==> src/hw/scd_params.svh <==
/*
 * Offsets, field positions, reset values and code constants of the SENT
 * configuration decode block.
 * Assumes inclusion by bare name from the package and the design module.
 */
`ifndef SCD_PARAMS_SVH
`define SCD_PARAMS_SVH

// ----------------------------------------------------------------------
// Register offsets
// ----------------------------------------------------------------------
`define SCD_ADDR_W 4
`define SCD_OFF_CLASS 4'h0
`define SCD_OFF_FORMAT 4'h1
`define SCD_OFF_THRESH 4'h2
`define SCD_OFF_TYPECODE 4'h3
`define SCD_OFF_STATUS 4'h4
`define SCD_OFF_IDENT 4'h5

// ----------------------------------------------------------------------
// Reset values
// ----------------------------------------------------------------------
`define SCD_RST_CLASS 4'h0
`define SCD_RST_FORMAT 3'h4
`define SCD_RST_TEMP 5'h1f
`define SCD_RST_THRESH_LO 7'h00
`define SCD_IDENT_VAL 16'h5a5a

// ----------------------------------------------------------------------
// Threshold register fields
// ----------------------------------------------------------------------
`define SCD_TEMP_MSB 11
`define SCD_TEMP_LSB 7
`define SCD_TEMP_EN_BIT 6
`define SCD_CRC_EN_BIT 5
`define SCD_SUP_EN_BIT 4
`define SCD_MASK1_BIT 2
`define SCD_MASK0_BIT 3
`define SCD_SLOPE_MSB 1
`define SCD_SLOPE_LSB 0

// ----------------------------------------------------------------------
// Temperature scale
// ----------------------------------------------------------------------
`define SCD_TEMP_OFFSET_C 45
`define SCD_TEMP_STEP_C 8

// ----------------------------------------------------------------------
// Sensor-type codes
// ----------------------------------------------------------------------
`define SCD_TYPE_PEDAL_DUAL 12'h051
`define SCD_TYPE_PEDAL1_SEC 12'h052
`define SCD_TYPE_PEDAL2_SEC 12'h053
`define SCD_TYPE_THR_DUAL 12'h054
`define SCD_TYPE_THR1_SEC 12'h055
`define SCD_TYPE_THR2_SEC 12'h056
`define SCD_TYPE_ANGLE 12'h059
`define SCD_TYPE_ANGLE_SEC 12'h05a
`define SCD_TYPE_ANGLE_HS 12'h062
`define SCD_TYPE_ANGLE_DUAL 12'h063
`define SCD_TYPE_ANGLE_H4 12'h064
`define SCD_TYPE_ANGLE_RSV 12'h066
`define SCD_TYPE_NONE 12'h000

`endif

==> src/hw/scd_pkg.sv <==
/*
 * Types of the SENT configuration decode block.
 * Assumes scd_params.svh is on the include path.
 */
package scd_pkg;
	`include "scd_params.svh"

	typedef enum logic [2:0] {
		SCD_FMT_A1 = 3'b000,
		SCD_FMT_A3 = 3'b001,
		SCD_FMT_H1 = 3'b010,
		SCD_FMT_H3 = 3'b011,
		SCD_FMT_H4 = 3'b100
	} scd_format_t;

	typedef enum logic [3:0] {
		SCD_CLS_PEDAL_DUAL = 4'b0000,
		SCD_CLS_PEDAL1_SEC = 4'b0001,
		SCD_CLS_PEDAL2_SEC = 4'b0010,
		SCD_CLS_THR_DUAL = 4'b0011,
		SCD_CLS_THR1_SEC = 4'b0100,
		SCD_CLS_THR2_SEC = 4'b0101,
		SCD_CLS_ANGLE = 4'b0110,
		SCD_CLS_ANGLE_SEC = 4'b0111,
		SCD_CLS_ANGLE_HS = 4'b1000,
		SCD_CLS_ANGLE_DUAL = 4'b1001,
		SCD_CLS_ANGLE_H4 = 4'b1010,
		SCD_CLS_ANGLE_RSV = 4'b1011
	} scd_class_t;
endpackage : scd_pkg

==> src/hw/scd_config_decode.sv <==
/*
 * SENT configuration decode: sensor class to sensor-type code, frame
 * format select, temperature threshold and diagnostic settings.
 * Assumes a register master on clk with one-cycle strobes, and status
 * inputs from logic on the same clock.
 */
`timescale 1ns/10ps
// Function
// - Class 0000b, the default, reports type code 051h.
// - Classes 0001b and 0010b report 052h and 053h.
// - Classes 0011b, 0100b and 0101b report 054h, 055h and 056h.
// - Class 0110b reports 059h and class 0111b reports 05Ah.
// - Classes 1000b, 1001b and 1010b report 062h, 063h and 064h.
// - Class 1011b reports 066h and classes 1100b to 1111b report zero.
// - Format 000b selects A.1 and 001b selects A.3.
// - Format 010b selects H.1, 011b H.3 and 100b, the default, H.4.
// - H.1 uses A.1 data mapping but keeps diagnostic codes out of the data range.
// - H.4 uses A.3 data mapping but keeps diagnostic codes out of the data range.
// - Bits 11..7 hold the warning level (threshold + 45 C) / 8 C, default 1Fh.
// - Bits 6, 5 and 4 enable the temperature, bit-error/CRC2 and supply warnings.
// - Bit 3 masks status-nibble bit 0, bit 2 masks bit 1; bits 1..0 select slope time.
module scd_config_decode
	import scd_pkg::*;
#(
	parameter int DATA_W = 12
) (
	input wire logic clk, // 100 MHz system clock
	input wire logic reset_n, // Synchronous reset, active low
	input wire logic [`SCD_ADDR_W-1:0] regAddr, // Register word address
	input wire logic [15:0] regWdata, // Write data
	input wire logic regWr, // Write strobe
	input wire logic regRd, // Read strobe
	input wire logic [DATA_W-1:0] rawData, // Fast-channel sample
	input wire logic [4:0] tempLevel, // Measured temperature code
	input wire logic crcErr, // Single-bit or CRC2 error seen
	input wire logic supplyErr, // Supply monitor fault
	output logic [15:0] regRdata, // Read data, cycle after strobe
	output logic [11:0] sensorType, // Slow-channel sensor-type code
	output scd_format_t frameFormat, // Selected protocol format
	output logic [DATA_W-1:0] fastData, // Fast-channel data, clipped in H.1 and H.4
	output logic [1:0] statusNibble, // Status nibble bits 1..0
	output logic [2:0] warnFlags, // Temperature, CRC, supply warnings
	output logic [1:0] slopeSel // Output slope time select
);
	`include "scd_params.svh"

	localparam logic [DATA_W-1:0] DATA_MAX = {DATA_W{1'b1}};
	localparam logic [DATA_W-1:0] DIAG_LO = DATA_W'(1);
	localparam logic [DATA_W-1:0] DIAG_HI = DATA_MAX - DATA_W'(8);

	logic [3:0] class_r;
	logic [2:0] format_r;
	logic [15:0] thresh_r;
	logic [11:0] typeNxt;
	logic [DATA_W-1:0] dataNxt;
	logic [2:0] warnNxt;

	// ------------------------------------------------------------------
	// Sensor-type decode
	// ------------------------------------------------------------------
	function automatic logic [11:0] typeCode(input logic [3:0] cls);
		case (cls)
			SCD_CLS_PEDAL_DUAL: typeCode = `SCD_TYPE_PEDAL_DUAL;
			SCD_CLS_PEDAL1_SEC: typeCode = `SCD_TYPE_PEDAL1_SEC;
			SCD_CLS_PEDAL2_SEC: typeCode = `SCD_TYPE_PEDAL2_SEC;
			SCD_CLS_THR_DUAL: typeCode = `SCD_TYPE_THR_DUAL;
			SCD_CLS_THR1_SEC: typeCode = `SCD_TYPE_THR1_SEC;
			SCD_CLS_THR2_SEC: typeCode = `SCD_TYPE_THR2_SEC;
			SCD_CLS_ANGLE: typeCode = `SCD_TYPE_ANGLE;
			SCD_CLS_ANGLE_SEC: typeCode = `SCD_TYPE_ANGLE_SEC;
			SCD_CLS_ANGLE_HS: typeCode = `SCD_TYPE_ANGLE_HS;
			SCD_CLS_ANGLE_DUAL: typeCode = `SCD_TYPE_ANGLE_DUAL;
			SCD_CLS_ANGLE_H4: typeCode = `SCD_TYPE_ANGLE_H4;
			SCD_CLS_ANGLE_RSV: typeCode = `SCD_TYPE_ANGLE_RSV;
			default: typeCode = `SCD_TYPE_NONE;
		endcase
	endfunction : typeCode

	// ------------------------------------------------------------------
	// Register writes
	// ------------------------------------------------------------------
	always_ff @(posedge clk) begin
		if (!reset_n) begin
			class_r <= `SCD_RST_CLASS;
		end else if (regWr && regAddr == `SCD_OFF_CLASS) begin
			class_r <= regWdata[3:0];
		end
	end

	always_ff @(posedge clk) begin
		if (!reset_n) begin
			format_r <= `SCD_RST_FORMAT;
		end else if (regWr && regAddr == `SCD_OFF_FORMAT) begin
			// Unlisted codes are refused; the old format stays
			if (regWdata[2:0] <= SCD_FMT_H4) begin
				format_r <= regWdata[2:0];
			end
		end
	end

	always_ff @(posedge clk) begin
		if (!reset_n) begin
			thresh_r <= {4'h0, `SCD_RST_TEMP, `SCD_RST_THRESH_LO};
		end else if (regWr && regAddr == `SCD_OFF_THRESH) begin
			thresh_r <= regWdata;
		end
	end

	// ------------------------------------------------------------------
	// Register reads
	// ------------------------------------------------------------------
	always_ff @(posedge clk) begin
		if (!reset_n) begin
			regRdata <= 16'h0000;
		end else if (regRd) begin
			case (regAddr)
				`SCD_OFF_CLASS: regRdata <= {12'h000, class_r};
				`SCD_OFF_FORMAT: regRdata <= {13'h0000, format_r};
				`SCD_OFF_THRESH: regRdata <= thresh_r;
				`SCD_OFF_TYPECODE: regRdata <= {4'h0, sensorType};
				`SCD_OFF_STATUS: regRdata <= {11'h000, warnFlags, statusNibble};
				`SCD_OFF_IDENT: regRdata <= `SCD_IDENT_VAL; // Value is arbitrary
				default: regRdata <= 16'h0000;
			endcase
		end else begin
			regRdata <= 16'h0000;
		end
	end

	// ------------------------------------------------------------------
	// Decoded outputs
	// ------------------------------------------------------------------
	always_comb begin
		typeNxt = typeCode(class_r);
	end

	always_ff @(posedge clk) begin
		if (!reset_n) begin
			sensorType <= `SCD_TYPE_PEDAL_DUAL;
			frameFormat <= SCD_FMT_H4;
			slopeSel <= 2'h0;
		end else begin
			sensorType <= typeNxt;
			frameFormat <= scd_format_t'(format_r);
			slopeSel <= thresh_r[`SCD_SLOPE_MSB:`SCD_SLOPE_LSB];
		end
	end

	// ------------------------------------------------------------------
	// Fast-channel data range
	// ------------------------------------------------------------------
	// H.1 and H.4 keep the diagnostic codes at both ends free of data; H.3 passes raw data
	always_comb begin
		dataNxt = rawData;
		case (format_r)
			SCD_FMT_H1, SCD_FMT_H4: begin
				if (rawData < DIAG_LO) begin
					dataNxt = DIAG_LO;
				end else if (rawData > DIAG_HI) begin
					dataNxt = DIAG_HI;
				end
			end
			default: dataNxt = rawData;
		endcase
	end

	always_ff @(posedge clk) begin
		if (!reset_n) begin
			fastData <= '0;
		end else begin
			fastData <= dataNxt;
		end
	end

	// ------------------------------------------------------------------
	// Warnings and status nibble
	// ------------------------------------------------------------------
	always_comb begin
		warnNxt[2] = thresh_r[`SCD_TEMP_EN_BIT]
			&& (tempLevel >= thresh_r[`SCD_TEMP_MSB:`SCD_TEMP_LSB]);
		warnNxt[1] = thresh_r[`SCD_CRC_EN_BIT] && crcErr;
		warnNxt[0] = thresh_r[`SCD_SUP_EN_BIT] && supplyErr;
	end

	always_ff @(posedge clk) begin
		if (!reset_n) begin
			warnFlags <= 3'h0;
			statusNibble <= 2'h0;
		end else begin
			warnFlags <= warnNxt;
			statusNibble[0] <= (|warnNxt) && !thresh_r[`SCD_MASK0_BIT];
			statusNibble[1] <= (|warnNxt) && !thresh_r[`SCD_MASK1_BIT];
		end
	end
endmodule : scd_config_decode

==> config.mk <==
export PLATFORM = sky130hd
export DESIGN_NAME = scd_config_decode
export DESIGN_NICKNAME = d
export VERILOG_FILES = /design/src/hw/scd_pkg.sv /design/src/hw/scd_config_decode.sv
export VERILOG_INCLUDE_DIRS = /design/src /design/src/hw
export SDC_FILE = /design/constraint.sdc
export NUM_CORES = 1
export LEC_CHECK = 0
export BUFFER_PORTS_ARGS = -buffer_cell sky130_fd_sc_hd__buf_4
export CORE_UTILIZATION = 30
export DETAILED_ROUTE_END_ITERATION = 10
export PLACE_DENSITY = 0.62
export SLEW_MARGIN = 10
export SYNTH_ARGS = -nofsm -noshare
export SYNTH_HDL_FRONTEND = slang
export SYNTH_SLANG_ARGS = --single-unit
==> constraint.sdc <==
create_clock -name clk -period 1.8 [get_ports clk]
set_clock_uncertainty 0.15 [all_clocks]
set_input_delay 0.09 -clock clk [delete_from_list [all_inputs] [get_ports clk]]
set_output_delay 0.09 -clock clk [all_outputs]
set_load 0.02 [all_outputs]
==> run summary <==
Outcome -> finished clean
DR DRC count -> 0
Placed insts -> 463
Post-route worst setup slack -> 102 ps
Num CTS Buffers -> 9
TritonRoute pass-1 iters -> 5
Vias in the first global route -> 2285
PortBufs -> 87
Worst-path clk slew -> 70 ps
Max transition margin -> 62.2%
Ratio of cells with drive above 1 in the final layout -> 27.1%
R2r worst-path depth -> 6
Final setup viols -> 0
Post-Syn Instances -> 282
CTS tree -> done
Reg2Reg Setup Slack -> 220 ps
Primary FF master, synth -> dfxtp_1
Startpoint types -> input port
Crit Path Category -> input port to flip-flop
Critical Path, Cell by Cell -> buf_4, nor4b_4, and2_4, nand2_1, o211ai_1, dlygate4sd3_1
Switching Share -> 21.0%
Clock power frac -> 45.1%
Nets@finish -> 460
Hold path cells -> 4
Hold path startpoint -> regAddr[2]
Initial drt markers -> 112
Max-cap violation count -> 0
Yosys warns -> 0
Clock tree buffer depth -> 2
Layout fillers -> 794
Leading area contributor after synthesis -> dfxtp_1
Vias per cell -> 4.70
Worst Path Max Fanout -> 20
Netlist Area Pre-Place -> 0.00265 mm²
Final hold vios -> 0
Minimum clock period -> 1700 ps
Switching power total -> 0.000720 W
Wire per inst -> 13.8 µm
First-pass GRT wire length -> 10800 µm
RSZ-0062 raised after global routing -> false
Overall Power -> 0.00343 W
DRT antenna net count -> 0
Setup tns final -> 0 ps
Via count -> 2437
Reg-to-Reg End -> statusNibble[1]
Root buf cell -> clkbuf_8
Tightest Pin Transition -> 562 ps
Die width -> 96.0 µm
Post-synth EDFFs -> 0
Number of placement rows -> 33
Yosys top cell area share -> 51.3%
Reg-to-reg startpoint -> thresh_r[9]
Buffers & Inverters on Critical Path -> 2
Commonest cells after routing, fill and taps aside -> buf_4 (92), dfxtp_1 (68), nand2_1 (40), dlygate4sd3_1 (40), nor2_1 (23)
Fin crit share -> 94.3%
Commonest non-fill, non-tap cell in the layout -> buf_4
Delay-heaviest family, CP -> simple AND/OR/NAND/NOR gates
Slowest Stage Delay on Critical Path -> 560 ps
Gr usage total -> 16.2%
Starting density of the core -> 31.6%
Post-route insts no fill -> 519
Slowest-stage cell, CP -> dlygate4sd3_1
Final WL -> 7150 µm
Seq/Total Area, Yosys -> 51.3%
Num Clock Sinks -> 68
Clock latency on the worst-skew pair -> 340 ps
Max rail drop VDD -> 394 µV
Hold Path Sink -> regRdata[6]
Die area -> 0.00922 mm²
LEAKAGE -> 1.77 nW
Mean post-synth cell area -> 9.41 µm²
WP data arrival -> 1840 ps
Core box area -> 0.00838 mm²
Die height -> 96.0 µm
Slew Viols, Final -> 0
Antenna diodes -> 0
Total grt overflow -> 0
Top Ports -> 93
Dpl ws -> 218 ps
Largest net degree at the start of global routing -> 27
Combinational share of power -> 9.8%
Initial antenna violation count -> 0
Flops & latches, synth -> 68
PwrDens -> 851 mW/mm²
Area Overhead vs Synth -> 51.8%
Post-DP HPWL -> 5180 µm
Synth area leaders -> dfxtp_1 (51%), nand2_1 (5.7%), and2_1 (4.5%)
H-tree depth -> 3
Worst Setup End Kind -> flip-flop
Reg power frac -> 45.1%
CP required -> 1940 ps
Async set-reset flop share out of synthesis -> 0%
Fmax -> 589 MHz
HP Class -> input port to flip-flop
Cell-internal power -> 0.00271 W
Routability congestion estimate -> 0.850
Library cells used by synthesis -> 44
flip-flops by register name (all words and copies together) (netlist names):
register and flops:
format_r 3, frameFormat 3, thresh_r 16, class_r 4, fastData 12, statusNibble 2
regRdata 16, sensorType 7, slopeSel 2, warnFlags 3
layout make-up:
type	instances	area, µm²	area share (%)
Multi-Input combinational cell	188	1160	28.7
Sequential cell	68	1360	33.8
Tap cell	105	131	3.26
Clock inverter	4	95.1	2.36
Clock buffer	12	155	3.85
Inverter	10	37.5	0.932
Timing Repair Buffer	132	1090	27.1
worst register-to-register path: cells and delay by family, from the launching register on:
| family | cells | cell delay (ps) |
|---|---|---|
| AND/OR/NAND/NOR | 1 | 70 |
| adder cells (fa/ha/maj) | 1 | 290 |
| buffers and inverters | 1 | 60 |
| AO/OA/AOI/OAI | 3 | 560 |
| flip-flops | 1 | 330 |
metrics by stage:
stage / hold WS [ps] / util (%) / area [µm²]
floorplan: 61.7 / - / 2670
global placement: 161 / 40.2 / 3370
detailed placement: 163 / 40.2 / 3370
CTS: 1.50 / 48.0 / 4020
global route: 48.2 / 48.1 / 4030
finish: 39.8 / 48.1 / 4030
metal layers:
layer | part of all wire (%) | GRT usage (%) | vias to the layer above
met4 | 2.6 | 9.33 | 0
li1 | - | - | 1204
met2 | 50 | 27.8 | 99
met1 | 41 | 17.8 | 1119
met3 | 6.7 | 4.50 | 15
met5 | 0 | 0 | -
power by group through the flow:
stage | Clock (W) | Sequential [W] | Combinational (W)
4_1_cts | 0.00158 | 0.00154 | 0.000335
2_1_floorplan | 0 | 0.00160 | 0.000115
5_1_grt | 0.00166 | 0.00155 | 0.000365
3_5_place_dp | 0 | 0.00158 | 0.000271
6_report | 0.00155 | 0.00154 | 0.000337
3_3_place_gp | 0 | 0.00158 | 0.000269
worst max path at each step:
stage / start / endpoint / slack (ps) / cells past startpoint
after floorplan: thresh_r[9] / statusNibble[0] / 320 / 6
after global placement: thresh_r[9] / statusNibble[0] / 260 / 6
after detailed placement: thresh_r[9] / statusNibble[1] / 220 / 6
after CTS: regAddr[0] / thresh_r[8] / 120 / 6
after global routing: regAddr[0] / thresh_r[8] / 20 / 6
final: regAddr[0] / thresh_r[9] / 100 / 6
synthesized netlist by cell type, drive strengths merged, types with 3 or more instances:
| library cell | n |
|---|---|
| dfxtp | 68 |
| nand2 | 40 |
| nor2 | 23 |
| a21oi | 20 |
| and2 | 20 |
| buf | 10 |
| clkbuf | 10 |
| inv | 9 |
| mux2i | 9 |
| ha | 8 |
| and3 | 5 |
| o211ai | 5 |
| o21ai | 5 |
| nand3 | 4 |
| nor2b | 4 |
| nor4 | 4 |
| a22o | 3 |
| a22oi | 3 |
cells by family (layout without fill, tap and decap cells):
group,Yosys count,in the layout,synth area share (%)
adder cells (fa/ha/maj),8,8,3.77
buffers and inverters,30,158,5.90
flip-flops,68,68,51.3
AND/OR/NAND/NOR,111,111,21.1
XOR/XNOR,1,1,0.330
multiplexers,11,11,4.25
other,1,5,0.141
AO/OA/AOI/OAI,52,52,13.2
what timing repair did:
item | 4_1_cts | 5_1_grt
endpoints found under the setup margin | 0 | 2
endpoints found under the hold margin | 50 | 0
hold buffers | 40 | 0
resized for setup | 0 | 1
buffers inserted | 0 | 0
No activity file was read; power rests on OpenSTA's default activity.
